==> src/hdl/css_consts.svh <==
// Purpose: Constants of the configuration startup sequencer.
// Assumes: Register words are 32 bits on a classic Wishbone slave.
// Notes: Offsets are byte addresses of aligned words.
`ifndef CSS_CONSTS_SVH
`define CSS_CONSTS_SVH
`define CSS_OFF_CTRL 8'h00
`define CSS_OFF_PHASE 8'h04
`define CSS_OFF_STATUS 8'h08
`define CSS_OFF_CRCREF 8'h0c
`define CSS_OFF_DATA 8'h10
`define CSS_OFF_CMD 8'h14
`define CSS_SEL_DONE 4'h0
`define CSS_SEL_KEEP 4'h7
`define CSS_SEL_NOWAIT 4'h7
`define CSS_RST_PHASE 32'h00075664
`define CSS_RST_CTRL 32'h00000404
`define CSS_CRC_POLY 32'h04c11db7
`define CSS_CRC_INIT 32'hffffffff
`define CSS_LAST_PHASE 3'h7
`define CSS_CMD_HALT 2
`define CSS_CMD_HIGH 3
`endif

==> src/hdl/css_pkg.sv <==
// Purpose: Types of the configuration startup sequencer.
// Assumes: Constants come from css_consts.svh.
// Notes: Phase selectors are 4-bit codes, 0 meaning the sampled finish input.
package css_pkg;
  typedef enum logic [1:0] {CSS_LOAD, CSS_RUN, CSS_END} css_state_type;
  typedef enum logic [1:0] {CSS_CK_CFG, CSS_CK_USER, CSS_CK_SCAN} css_clksel_type;
  typedef struct packed {
    logic [3:0] lock_wait_phase;
    logic [3:0] tristate_release_phase;
    logic [3:0] write_enable_phase;
    logic [3:0] set_reset_release_phase;
    logic [3:0] finish_phase;
  } css_phase_type;
  typedef struct packed {
    logic global_set_reset;
    logic global_write_enable;
    logic global_tristate;
    logic global_high_hold;
  } css_glob_type;
endpackage

==> src/hdl/css_sequencer.sv <==
// Purpose: Post-configuration startup sequencer with CRC check and Wishbone registers.
// Assumes: Startup, user and scan clocks are slow inputs sampled by clk_sys.
// Notes: Phase selector codes 1 to 6 are phases, 0 is finish-high, 7 is keep or no wait.
`timescale 1ns/1ns
`include "css_consts.svh"

// What this block does
// - Finish output at phase one-six, default four.
// - Pipeline option stalls phases after finish until sampled finish is high.
// - Pipelined: wait finish pin high, then edge.
// - Sampled finish is pin or delayed copy.
// - Set-reset released at phase, finish, or kept.
// - Keep blocks destructive control during reconfiguration.
// - Write enable asserted at phase or finish.
// - Block memory access blocked until write phase.
// - Keep leaves write enable unchanged.
// - Tristate released at phase, default five.
// - CRC mismatch refuses configuration completion.
// - CRC disabled: constant word, no computation.
// - Live reconfig suppresses high hold, set-reset.
// - Halt plus high command resets clock manager.
// - Configuration clock rate selectable, default four.
// - Impedance match update policy selectable.
// - Active finish drive drives pin high.
// - Optional stall for clock manager lock.
// - Startup clock source selectable.
module css_sequencer
  import css_pkg::*;
(
  // System
  input wire logic clk_sys,
  input wire logic sys_rst,
  // Wishbone slave
  input wire logic wb_cyc_i,
  input wire logic wb_stb_i,
  input wire logic wb_we_i,
  input wire logic [7:0] wb_adr_i,
  input wire logic [3:0] wb_sel_i,
  input wire logic [31:0] wb_dat_i,
  output logic [31:0] wb_dat_o,
  output logic wb_ack_o,
  // Startup clock sources and pins
  input wire logic cfg_clk_in,
  input wire logic user_clk_in,
  input wire logic scan_clk_in,
  input wire logic finish_pin_i,
  input wire logic clock_lock_i,
  // Finish pin and global controls
  output logic finish_pin_o,
  output logic finish_pin_oe_n,
  output css_glob_type glob_o,
  output logic block_memory_en_o,
  output logic clock_manager_rst_o,
  output logic [5:0] config_clock_rate_o,
  output logic [1:0] impedance_update_policy_o
);
  css_state_type state_r, state_nxt;
  css_phase_type phase_cfg_r;
  css_glob_type glob_r;
  logic [31:0] ctrl_r, crc_r, crcref_r;
  logic [2:0] phase_r;
  logic [1:0] fin_sync_r, uclk_sync_r, cclk_sync_r, sclk_sync_r, lock_sync_r;
  logic fin_dly_r, sclk_prev_r, crc_bad_r, fin_out_r, bmem_r, dcm_rst_r, ack_r, oe_n_r;
  logic [31:0] rdat_r;

  // Control bits: 0 pipeline, 2 crc enable, 3 live reconfig,
  // 4 halt-reset enable, 5 active drive, 7:6 clock select, 13:8 rate, 15:14 policy.
  wire finish_pipeline_option = ctrl_r[0];
  wire crc_enable = ctrl_r[2];
  wire live_partial_reconfig = ctrl_r[3];
  wire clock_manager_reset_on_halt = ctrl_r[4];
  wire active_finish_drive = ctrl_r[5];
  wire [1:0] startup_clock_select = ctrl_r[7:6];

  wire bus_req = wb_cyc_i && wb_stb_i && !ack_r;
  wire wr_req = bus_req && wb_we_i;
  wire wr_ctrl = wr_req && wb_adr_i == `CSS_OFF_CTRL;
  wire wr_phase = wr_req && wb_adr_i == `CSS_OFF_PHASE;
  wire wr_crcref = wr_req && wb_adr_i == `CSS_OFF_CRCREF;
  wire wr_data = wr_req && wb_adr_i == `CSS_OFF_DATA && state_r == CSS_LOAD;
  wire wr_cmd = wr_req && wb_adr_i == `CSS_OFF_CMD;

  function automatic logic [31:0] merge_bytes(input logic [31:0] old_v,
                                              input logic [31:0] new_v,
                                              input logic [3:0] sel);
    logic [31:0] res;
    res = old_v;
    for (int i = 0; i < 4; i++)
      if (sel[i])
        res[i*8 +: 8] = new_v[i*8 +: 8];
    return res;
  endfunction

  function automatic logic [31:0] crc_step(input logic [31:0] crc, input logic [31:0] d);
    logic [31:0] c;
    c = crc;
    for (int i = 31; i >= 0; i--)
      c = {c[30:0], 1'b0} ^ ((c[31] ^ d[i]) ? `CSS_CRC_POLY : 32'h0);
    return c;
  endfunction

  // Selector reached: phase code 1..6 met, or code 0 with finish input high.
  function automatic logic sel_reached(input logic [3:0] sel, input logic [2:0] ph,
                                       input logic fin_in);
    return (sel == `CSS_SEL_DONE) ? fin_in :
           (sel < `CSS_SEL_KEEP) && ({1'b0, ph} >= sel);
  endfunction

  // Startup clock select picks one synchronised source for edge detection.
  // clock source select
  wire sclk_now = (startup_clock_select == 2'(CSS_CK_USER)) ? uclk_sync_r[1] :
                  (startup_clock_select == 2'(CSS_CK_SCAN)) ? sclk_sync_r[1] :
                  cclk_sync_r[1];
  wire sclk_edge = sclk_now && !sclk_prev_r;

  wire sampled_finish_input = finish_pipeline_option ? fin_dly_r : fin_sync_r[1];

  wire lock_stall = phase_cfg_r.lock_wait_phase != `CSS_SEL_NOWAIT &&
                    {1'b0, phase_r} == phase_cfg_r.lock_wait_phase && !lock_sync_r[1];
  wire pipe_stall = finish_pipeline_option && fin_out_r && !sampled_finish_input;
  wire advance = state_r == CSS_RUN && sclk_edge && !lock_stall && !pipe_stall;

  wire fin_due = sel_reached(phase_cfg_r.finish_phase, phase_r, 1'b0);
  wire fin_out_nxt = fin_out_r || (state_r != CSS_LOAD && fin_due);
  wire gsr_rel = sel_reached(phase_cfg_r.set_reset_release_phase, phase_r,
                             sampled_finish_input);
  wire gwe_set = sel_reached(phase_cfg_r.write_enable_phase, phase_r, sampled_finish_input);
  wire gts_rel = sel_reached(phase_cfg_r.tristate_release_phase, phase_r,
                             sampled_finish_input);
  wire gsr_keep = phase_cfg_r.set_reset_release_phase == `CSS_SEL_KEEP;
  wire gwe_keep = phase_cfg_r.write_enable_phase == `CSS_SEL_KEEP;
  wire gts_keep = phase_cfg_r.tristate_release_phase == `CSS_SEL_KEEP;

  // refuse on mismatch; no CRC when disabled
  wire crc_ok = !crc_enable || crc_r == crcref_r;

  always_comb
  begin
    state_nxt = state_r;
    unique case (state_r)
      CSS_LOAD:
        if (wr_cmd && wb_dat_i[0] && crc_ok)
          state_nxt = CSS_RUN;
      CSS_RUN:
        if (advance && phase_r == `CSS_LAST_PHASE)
          state_nxt = CSS_END;
      CSS_END:
        state_nxt = CSS_END;
    endcase
  end

  always_ff @(posedge clk_sys or posedge sys_rst)
  begin
    if (sys_rst)
    begin
      fin_sync_r <= 2'h0;
      uclk_sync_r <= 2'h0;
      cclk_sync_r <= 2'h0;
      sclk_sync_r <= 2'h0;
      lock_sync_r <= 2'h0;
      fin_dly_r <= 1'b0;
      sclk_prev_r <= 1'b0;
    end
    else
    begin
      fin_sync_r <= {fin_sync_r[0], finish_pin_i};
      uclk_sync_r <= {uclk_sync_r[0], user_clk_in};
      cclk_sync_r <= {cclk_sync_r[0], cfg_clk_in};
      sclk_sync_r <= {sclk_sync_r[0], scan_clk_in};
      lock_sync_r <= {lock_sync_r[0], clock_lock_i};
      // finish delayed by a startup edge
      if (sclk_edge)
        fin_dly_r <= fin_sync_r[1];
      sclk_prev_r <= sclk_now;
    end
  end

  always_ff @(posedge clk_sys or posedge sys_rst)
  begin
    if (sys_rst)
    begin
      ctrl_r <= `CSS_RST_CTRL;
      phase_cfg_r <= css_phase_type'(20'(`CSS_RST_PHASE));
      crcref_r <= 32'h0;
    end
    else
    begin
      if (wr_ctrl)
        ctrl_r <= merge_bytes(ctrl_r, wb_dat_i, wb_sel_i);
      // The whole selector word is taken at once, so no half-written selector acts.
      if (wr_phase)
        phase_cfg_r <= css_phase_type'(wb_dat_i[19:0]);
      if (wr_crcref)
        crcref_r <= merge_bytes(crcref_r, wb_dat_i, wb_sel_i);
    end
  end

  always_ff @(posedge clk_sys or posedge sys_rst)
  begin
    if (sys_rst)
    begin
      state_r <= CSS_LOAD;
      phase_r <= 3'h0;
      crc_r <= `CSS_CRC_INIT;
      crc_bad_r <= 1'b0;
      fin_out_r <= 1'b0;
      oe_n_r <= 1'b1;
      glob_r <= '{global_set_reset: 1'b1, global_write_enable: 1'b0,
                  global_tristate: 1'b1, global_high_hold: 1'b1};
      bmem_r <= 1'b0;
      dcm_rst_r <= 1'b0;
    end
    else
    begin
      state_r <= state_nxt;
      if (advance && phase_r != `CSS_LAST_PHASE)
        phase_r <= phase_r + 3'h1;
      if (wr_data && crc_enable)
        crc_r <= crc_step(crc_r, wb_dat_i);
      if (wr_cmd && wb_dat_i[0] && state_r == CSS_LOAD)
        crc_bad_r <= !crc_ok;
      fin_out_r <= fin_out_nxt;
      oe_n_r <= !(fin_out_nxt && active_finish_drive);
      glob_r.global_high_hold <= live_partial_reconfig ? 1'b0 :
                                 (state_r == CSS_LOAD);
      if (live_partial_reconfig || (state_r != CSS_LOAD && gsr_rel && !gsr_keep))
        glob_r.global_set_reset <= 1'b0;
      if (state_r != CSS_LOAD && gwe_set && !gwe_keep)
        glob_r.global_write_enable <= 1'b1;
      if (state_r != CSS_LOAD && gts_rel && !gts_keep)
        glob_r.global_tristate <= 1'b0;
      if (state_r != CSS_LOAD && gwe_set && !gwe_keep)
        bmem_r <= 1'b1;
      dcm_rst_r <= wr_cmd && clock_manager_reset_on_halt &&
                   wb_dat_i[`CSS_CMD_HALT] && wb_dat_i[`CSS_CMD_HIGH];
    end
  end

  wire [31:0] status_w = {crc_r[15:0], 8'h0, crc_bad_r, fin_out_r, 1'b0,
                          2'(state_r), phase_r};
  wire [31:0] rsel_w = (wb_adr_i == `CSS_OFF_CTRL) ? ctrl_r :
                       (wb_adr_i == `CSS_OFF_PHASE) ? 32'(phase_cfg_r) :
                       (wb_adr_i == `CSS_OFF_STATUS) ? status_w :
                       (wb_adr_i == `CSS_OFF_CRCREF) ? crcref_r : 32'h0;

  always_ff @(posedge clk_sys or posedge sys_rst)
  begin
    if (sys_rst)
    begin
      ack_r <= 1'b0;
      rdat_r <= 32'h0;
    end
    else
    begin
      ack_r <= bus_req;
      rdat_r <= bus_req ? rsel_w : 32'h0;
    end
  end

  assign wb_ack_o = ack_r;
  assign wb_dat_o = rdat_r;
  assign finish_pin_o = fin_out_r;
  assign finish_pin_oe_n = oe_n_r;
  assign glob_o = glob_r;
  assign block_memory_en_o = bmem_r;
  assign clock_manager_rst_o = dcm_rst_r;
  assign config_clock_rate_o = ctrl_r[13:8];
  assign impedance_update_policy_o = ctrl_r[15:14];

  // a_fin_phase checks finish only after leaving load.
  a_fin_phase: assert property (@(posedge clk_sys) disable iff (sys_rst)
    $rose(fin_out_r) |-> $past(state_r) != CSS_LOAD)
    else $error("Finish rose during load.");
  a_phase_step: assert property (@(posedge clk_sys) disable iff (sys_rst)
    $changed(phase_r) |-> phase_r == $past(phase_r) + 3'h1 && $past(sclk_edge))
    else $error("Phase moved without a single startup edge.");
  a_lock_hold: assert property (@(posedge clk_sys) disable iff (sys_rst)
    lock_stall |=> $stable(phase_r))
    else $error("Phase advanced while waiting for lock.");
  a_crc_refuse: assert property (@(posedge clk_sys) disable iff (sys_rst)
    wr_cmd && wb_dat_i[0] && state_r == CSS_LOAD && !crc_ok |=> state_r == CSS_LOAD)
    else $error("Start accepted with bad checksum.");
  a_crc_skip: assert property (@(posedge clk_sys) disable iff (sys_rst)
    !crc_enable |=> $stable(crc_r))
    else $error("Checksum changed while disabled.");
  a_gwe_keep: assert property (@(posedge clk_sys) disable iff (sys_rst)
    gwe_keep |=> $stable(glob_r.global_write_enable))
    else $error("Write enable changed under keep.");
  a_bmem_gwe: assert property (@(posedge clk_sys) disable iff (sys_rst)
    bmem_r == glob_r.global_write_enable)
    else $error("Block memory enable differs from write enable.");
  a_live_hold: assert property (@(posedge clk_sys) disable iff (sys_rst)
    live_partial_reconfig |=> !glob_r.global_high_hold && !glob_r.global_set_reset)
    else $error("Hold or set-reset during live reconfiguration.");
  a_halt_reset: assert property (@(posedge clk_sys) disable iff (sys_rst)
    clock_manager_rst_o |-> $past(wr_cmd) && $past(clock_manager_reset_on_halt))
    else $error("Clock manager reset without halt command.");
  c_run: cover property (@(posedge clk_sys) state_r == CSS_RUN);
  c_end: cover property (@(posedge clk_sys) state_r == CSS_END);
  c_refused: cover property (@(posedge clk_sys) crc_bad_r);
  c_lock: cover property (@(posedge clk_sys) lock_stall);
endmodule

==> config.mk <==
export PLATFORM = sky130hd
export DESIGN_NAME = css_sequencer
export DESIGN_NICKNAME = d
export VERILOG_FILES = /design/src/hdl/css_pkg.sv /design/src/hdl/css_sequencer.sv
export VERILOG_INCLUDE_DIRS = /design/src /design/src/hdl
export SDC_FILE = /design/constraint.sdc
export NUM_CORES = 1
export LEC_CHECK = 0
export ABC_CLOCK_PERIOD_IN_PS = 6000
export BUFFER_PORTS_ARGS = -buffer_cell sky130_fd_sc_hd__buf_2
export CORE_MARGIN = 2
export CORE_UTILIZATION = 40
export DETAILED_ROUTE_END_ITERATION = 12
export MAX_ROUTING_LAYER = met4
export SLEW_MARGIN = 40
export SYNTH_ARGS = -nofsm -noshare
export SYNTH_HDL_FRONTEND = slang
export SYNTH_SLANG_ARGS = --single-unit
==> constraint.sdc <==
create_clock -name clk_sys -period 6 [get_ports clk_sys]
set_input_delay 0.9 -clock clk_sys [delete_from_list [all_inputs] [get_ports clk_sys]]
set_output_delay 0.9 -clock clk_sys [all_outputs]
set_load 0.02 [all_outputs]
# ---- Word-level counts from Yosys, hierarchy flattened
# Index checks and enable logic that the tools add are counted.
dict set report word_totals {
  elab_cells 242
  reg_bits 174
  out_inout_bits 49
}
dict set report op_classes {
  add_sub_neg 1
  magnitude_cmp 8
  muxes 48
  eq_ne 19
  n_reduce_logical 69
  n_bitwise 64
}
# cell n
set op_table {}
lappend op_table {{$xor 32x27->32} 32}
lappend op_table {{$mux 27} 32}
lappend op_table {{$mux 32} 5}
lappend op_table {{$logic_and 1x1->1} 38}
lappend op_table {{$eq 32x32->1} 1}
lappend op_table {{$xor 1x1->1} 32}
lappend op_table {{$reduce_and 2->1} 9}
lappend op_table {{$eq 8x4->1 const B} 2}
lappend op_table {{$eq 8x5->1 const B} 2}
lappend op_table {{$ge 3x4->1} 4}
lappend op_table {{$logic_not 4->1} 4}
lappend op_table {{$lt 4x3->1 const B} 4}
lappend op_table {{$eq 4x3->1 const B} 3}
lappend op_table {{$logic_not 1->1} 12}
lappend op_table {{$eq 8x3->1 const B} 1}
lappend op_table {{$logic_not 8->1} 1}
lappend op_table {{$mux 1} 8}
lappend op_table {{$pmux 2 s3} 1}
lappend op_table {{$eq 2x1->1 const B} 2}
lappend op_table {{$eq 2x2->1 const B} 2}
lappend op_table {{$eq 3x4->1} 1}
lappend op_table {{$mux 2} 2}
lappend op_table {{$ne 2x1->1 const B} 2}
lappend op_table {{$ne 4x3->1 const B} 1}
lappend op_table {{other kinds (6)} 8}

# ---- Logic depth before layout (Yosys ltp)
dict set report logic_depth {
  ltp_word 96
  ltp_mapped 11
  mapped_depth_nobuf 10
}

# ---- Worst setup path after synthesis
# OpenSTA, ideal clock, no wires.
dict set report synth_timing {
  kind {input port to flip-flop}
  startpoint {input wb_dat_i[27]}
  endpoint {register crc_r[7]}
  t_arrival_ps 4127
  setup_slack_ps 1794
  n_path_buf 0
  setup_time_ps 79
  stages 9
  t_required_ps 5921
  cell_sequence {xnor2_1 -> xnor3_2 -> xnor3_4 -> xnor3_2 -> xnor3_2 -> xnor2_4 -> xnor3_2 -> xnor2_1 -> o21ai_0}
}
dict set report synth_between {
  elab_chain_cells 38
  word_cells_on_any_way 58
}
# item line
set synth_rtl {}
lappend synth_rtl {{from (decl)} css_sequencer.sv:39} ;# input wire logic [31:0] wb_dat_i,
lappend synth_rtl {{$xor 1x1->1 (*)} css_sequencer.sv:98} ;# c = {c[30:0], 1'b0} ^ ((c[31] ^ d[i]) ? `CSS_CRC_POLY : 32'h0);
lappend synth_rtl {{$mux 27 (*)} css_sequencer.sv:98}
lappend synth_rtl {{$xor 32x27->32 (*) (6 in a row)} css_sequencer.sv:98}
lappend synth_rtl {{$xor 1x1->1 / $xor 32x27->32 (equally long branches)} css_sequencer.sv:98}
lappend synth_rtl {{$mux 27 / $xor 32x27->32 (equally long branches)} css_sequencer.sv:98}
lappend synth_rtl {{$xor 32x27->32 (*) (6 in a row)} css_sequencer.sv:98}
lappend synth_rtl {{$xor 1x1->1 / $xor 32x27->32 (equally long branches)} css_sequencer.sv:98}
lappend synth_rtl {{$mux 27 / $xor 32x27->32 (equally long branches)} css_sequencer.sv:98}
lappend synth_rtl {{$xor 32x27->32 (*) (6 in a row)} css_sequencer.sv:98}
lappend synth_rtl {{$xor 1x1->1 / $xor 32x27->32 (equally long branches)} css_sequencer.sv:98}
lappend synth_rtl {{$mux 27 / $xor 32x27->32 (equally long branches)} css_sequencer.sv:98}
lappend synth_rtl {{$xor 32x27->32 (*) (6 in a row)} css_sequencer.sv:98}
lappend synth_rtl {{$xor 1x1->1 / $xor 32x27->32 (equally long branches)} css_sequencer.sv:98}
lappend synth_rtl {{$mux 27 / $xor 32x27->32 (equally long branches)} css_sequencer.sv:98}
lappend synth_rtl {{$xor 32x27->32 (*) (4 in a row)} css_sequencer.sv:98}
lappend synth_rtl {{to (signal assigned)} css_sequencer.sv:204} ;# crc_r <= `CSS_CRC_INIT;
lappend synth_rtl {{to (signal assigned)} css_sequencer.sv:219} ;# crc_r <= crc_step(crc_r, wb_dat_i);
lappend synth_rtl {{to (decl)} css_sequencer.sv:60} ;# logic [31:0] ctrl_r, crc_r, crcref_r;
# Every way passes the cells marked *; elsewhere a longest branch is shown, timed or not.
# A chain may end at the register's enable or synchronous reset.

# ---- Final worst setup path
dict set report layout_timing {
  startpoint {input wb_dat_i[31]}
  endpoint {register crc_r[12]}
}
dict set report layout_between {
  elab_chain_cells 44
  word_cells_on_any_way 70
}
# item line
set layout_rtl {}
lappend layout_rtl {{$xor 1x1->1 (*)} css_sequencer.sv:98}
lappend layout_rtl {{$mux 27 (*)} css_sequencer.sv:98}
lappend layout_rtl {{$xor 32x27->32 (*) (6 in a row)} css_sequencer.sv:98}
lappend layout_rtl {{$xor 1x1->1} css_sequencer.sv:98}
lappend layout_rtl {{$mux 27} css_sequencer.sv:98}
lappend layout_rtl {{$xor 32x27->32 (*) (6 in a row)} css_sequencer.sv:98}
lappend layout_rtl {{$xor 1x1->1} css_sequencer.sv:98}
lappend layout_rtl {{$mux 27} css_sequencer.sv:98}
lappend layout_rtl {{(+7 left out)} --}
lappend layout_rtl {{$mux 27} css_sequencer.sv:98}
lappend layout_rtl {{$xor 32x27->32 (*) (6 in a row)} css_sequencer.sv:98}
lappend layout_rtl {{$xor 1x1->1} css_sequencer.sv:98}
lappend layout_rtl {{$mux 27} css_sequencer.sv:98}
lappend layout_rtl {{$xor 32x27->32 (*) (6 in a row)} css_sequencer.sv:98}
lappend layout_rtl {{$xor 1x1->1} css_sequencer.sv:98}
lappend layout_rtl {{$mux 27} css_sequencer.sv:98}
lappend layout_rtl {{$xor 32x27->32 (*) (2 in a row)} css_sequencer.sv:98}
# Marked as above.

==> results.tsv <==
stage	metric	value	unit
sta	Final Skew	0.01668	ns
critical_path	Largest stage delay, worst path	0.66	ns
drt	vias per std cell	5.325	
synth	Cell Area, Synth	10690	µm²
synth	ys async rst share	100.0	%
placed_design	dpl hpwl	23400	µm
power	Peak VDD IR	0.8403	mV
critical_path	Top cell by count, worst path	xnor3_2	
synth	synth cell count leaders	xnor2_1 (155), dfrtp_1 (126), mux2_2 (88)	
sta	max frequency	0.2236	GHz
floorplanning	Die X	167.5	µm
clock_network	cts bufs inserted	17	
synth	FF+latch count, synth	174	
drt	DRC	10	
drt	post-route antenna net violation count	0	
job	max-cap violations	0	
clock_network	clk sinks	174	
sta	Min Clock Period, post-route	4.472	ns
sta	period utilisation layout	74.53	%
placed_design	I/O Buffers	102	
synth	number of synthesized flops with an enable pin	0	
placed_design	GPL Wtd Cong	0.9643	
synth	area share of the largest cell type after synthesis	29.50	%
drt	First-pass DRT Iterations	10	
sta	Fin Setup TNS	0	ns
power	total power	8.264	mW
critical_path	WP data arrival	4.82	ns
outcome	status	finished with violations	
finish	register cell area after layout	4414	µm²
critical_path	Worst Path Required	6.35	ns
grt	vias in the first global route	7092	
finish	nets	1034	
drt	Post-Route WL	30460	µm
clock_network	root buffer cell	clkbuf_16	
synth	Mapped Nets	942	
critical_path	critical path's slowest cell	xnor3_2	
sta	Final Hold Violating Endpoints	0	
grt	first-pass GRT wire length	45910	µm
finish	area occupied by multi-input gates	6028	µm²
synth	sequential area share after synthesis	41.30	%
power	Power Density	684.9	nW/µm²
synth	synth warn	0	
critical_path	Worst setup EP type	register	
drt	via count	6992	
power	Static Leak	5.586	nW
synth	mean area per synthesized cell	12.26	µm²
hold_path	Tightest Hold Check Type	register to register	
clock_network	CTS clk-pin slew, worst paths	0.07	ns
synth	most common cell in the synthesized netlist	xnor2_1	
sta	hold_ws	0.3495	ns
floorplanning	Die Height	167.5	µm
clock_network	Clock Latency Late Sink	0.43	ns
floorplanning	Die ar.	28040	µm²
clock_network	Clock Tree Buf Depth	2	
clock_network	Hold Buf Count CTS	0	
finish	# fillers	2378	
critical_path	startpoint types	input pin	
sta	RSZ-0062 raised after global routing	false	
synth	Mapped Cells	872	
finish	Final Util	46.17	%
critical_path	crit path kind	input pin to register	
grt	largest net degree at the start of global routing	75	
placed_design	placed cell area	11490	µm²
floorplanning	core area	26130	µm²
floorplanning	IO Pins	103	
floorplanning	Site Rows	59	
grt	GRT Overall Usage	22.83	%
grt	initial antenna violation count	1	
synth	ranking of synthesized cells by area	dfrtp_1 (30%), xnor2_1 (13%), dfstp_2 (12%)	
critical_path	Crit Path Max Fanout	8	
critical_path	CP cell instances	buf_2 -> xor2_2 -> xnor3_2 -> xnor3_4 -> xnor3_2 -> xnor3_2 -> xnor2_4 -> xor2_4 -> xnor3_1 -> o21ai_1	
grt	global route overflow	0	
synth	cell taking the most area after synthesis	dfrtp_1	
outcome	failing checks	design-rule violations	
finish	Area Overhead vs Synth	12.90	%
sta	Rel. slew slack	42.64	%
clock_network	postcts setup bufs	0	
synth	Primary FF master, synth	dfrtp_1	
sta	measured slew at the worst slew-check pin	0.8543	ns
drt	WL/cell	23.20	µm
synth	Distinct cells, synth	57	
clock_network	# H-tree levels	4	
clock_network	CTS tree	yes	
finish	Design Area, Final	12070	µm²
floorplanning	Starting Density	40.90	%
sta	Max Slew Vio Count	0	
drt	initial drt markers	520	
sta	endpoints failing setup	0	
finish	layout cells sized above 1	32.75	%
clock_network	post-CTS sizing	0	
[cell usage in the layout, fill, tap and decap left out, drive strengths merged, types with 10 or more instances in the layout]
cell type / count
buf: 111
a221oi: 11
a22oi: 16
inv: 19
xnor3: 42
nor4: 10
mux2: 88
a21oi: 21
dfrtp: 126
dfstp: 48
nor3: 18
nand2: 65
o21ai: 34
xnor2: 169
xor2: 75
o22ai: 11
clkbuf: 20
nor2: 18
ha: 16
[flip-flops by register name, summed over array words and instances (netlist names), 2 cells and up]
signal,cells
wb_dat_o,32
phase_r,3
state_r,2
lock_sync_r,2
sclk_sync_r,2
fin_sync_r,2
crcref_r,32
cclk_sync_r,2
ctrl_r,32
phase_cfg_r,20
uclk_sync_r,2
crc_r,32
glob_o,3
[logic make-up (layout without fill, tap and decap cells)]
family	after synthesis	after routing	synth area share, %
compound gates	115	115	7.001
xor+xnor	290	290	31.98
fa+ha+maj	16	16	1.873
buf+inv	51	156	2.482
flops	174	174	41.30
mux	90	90	9.459
other cells	0	1	0
simple gates	136	136	5.900
[through the flow]
stage / setup slack, ns / std cells
final: 1.528 / 1313
after global routing: 1.411 / 1313
after detailed placement: 1.114 / 1280
after floorplan: 0.4626 / 872
after CTS: 1.555 / 1312
after global placement: 1.196 / 1280
[layout make-up]
type	instances	share of cell area, %
repair buffers	111	4.791
clock buffers	20	3.702
inverters	13	0.4459
clock inverters	12	1.027
well taps	335	3.474
diodes	1	0.02074
multi-input cells	647	49.96
flip-flops and latches	174	36.58
[power breakdown]
part | switching (mW) | leakage, nW | total, mW | internal, mW
Sequential | 0.0468 | 2.21 | 1.26 | 1.21
Combinational | 2.69 | 3.11 | 5.91 | 3.23
Clock | 0.499 | 0.272 | 1.09 | 0.594
Total | 3.23 | 5.59 | 8.26 | 5.03
[path summary, 6_finish.rpt]
check | end | cells past startpoint | slack (ns) | from
max in group asynchronous | wb_dat_o[29] | 3 | 4.22 | sys_rst
worst max-delay path | crc_r[12] | 10 | 1.53 | wb_dat_i[31]
worst max register to register | crc_r[12] | 9 | 1.59 | crc_r[31]
worst min-delay path | cclk_sync_r[1] | 0 | 0.35 | cclk_sync_r[0]
worst min register to register | cclk_sync_r[1] | 0 | 0.35 | cclk_sync_r[0]
min in group asynchronous | wb_dat_o[20] | 2 | 0.55 | sys_rst
[critical path, delay by kind of cell]
kind	cells	cell delay [ns]
buffers and inverters	1	0.13
XOR/XNOR	8	3.64
AO/OA/AOI/OAI	1	0.14
[per-layer routing]
metal | vias up | track usage [%] | wire length [µm]
li1 | 3211 | - | -
met1 | 3525 | 31.36 | 14030
met2 | 225 | 35.27 | 14160
met3 | 31 | 4.538 | 1808
met4 | 0 | 4.915 | 460
met5 | - | - | 0
(Power assumes the default switching activity.)
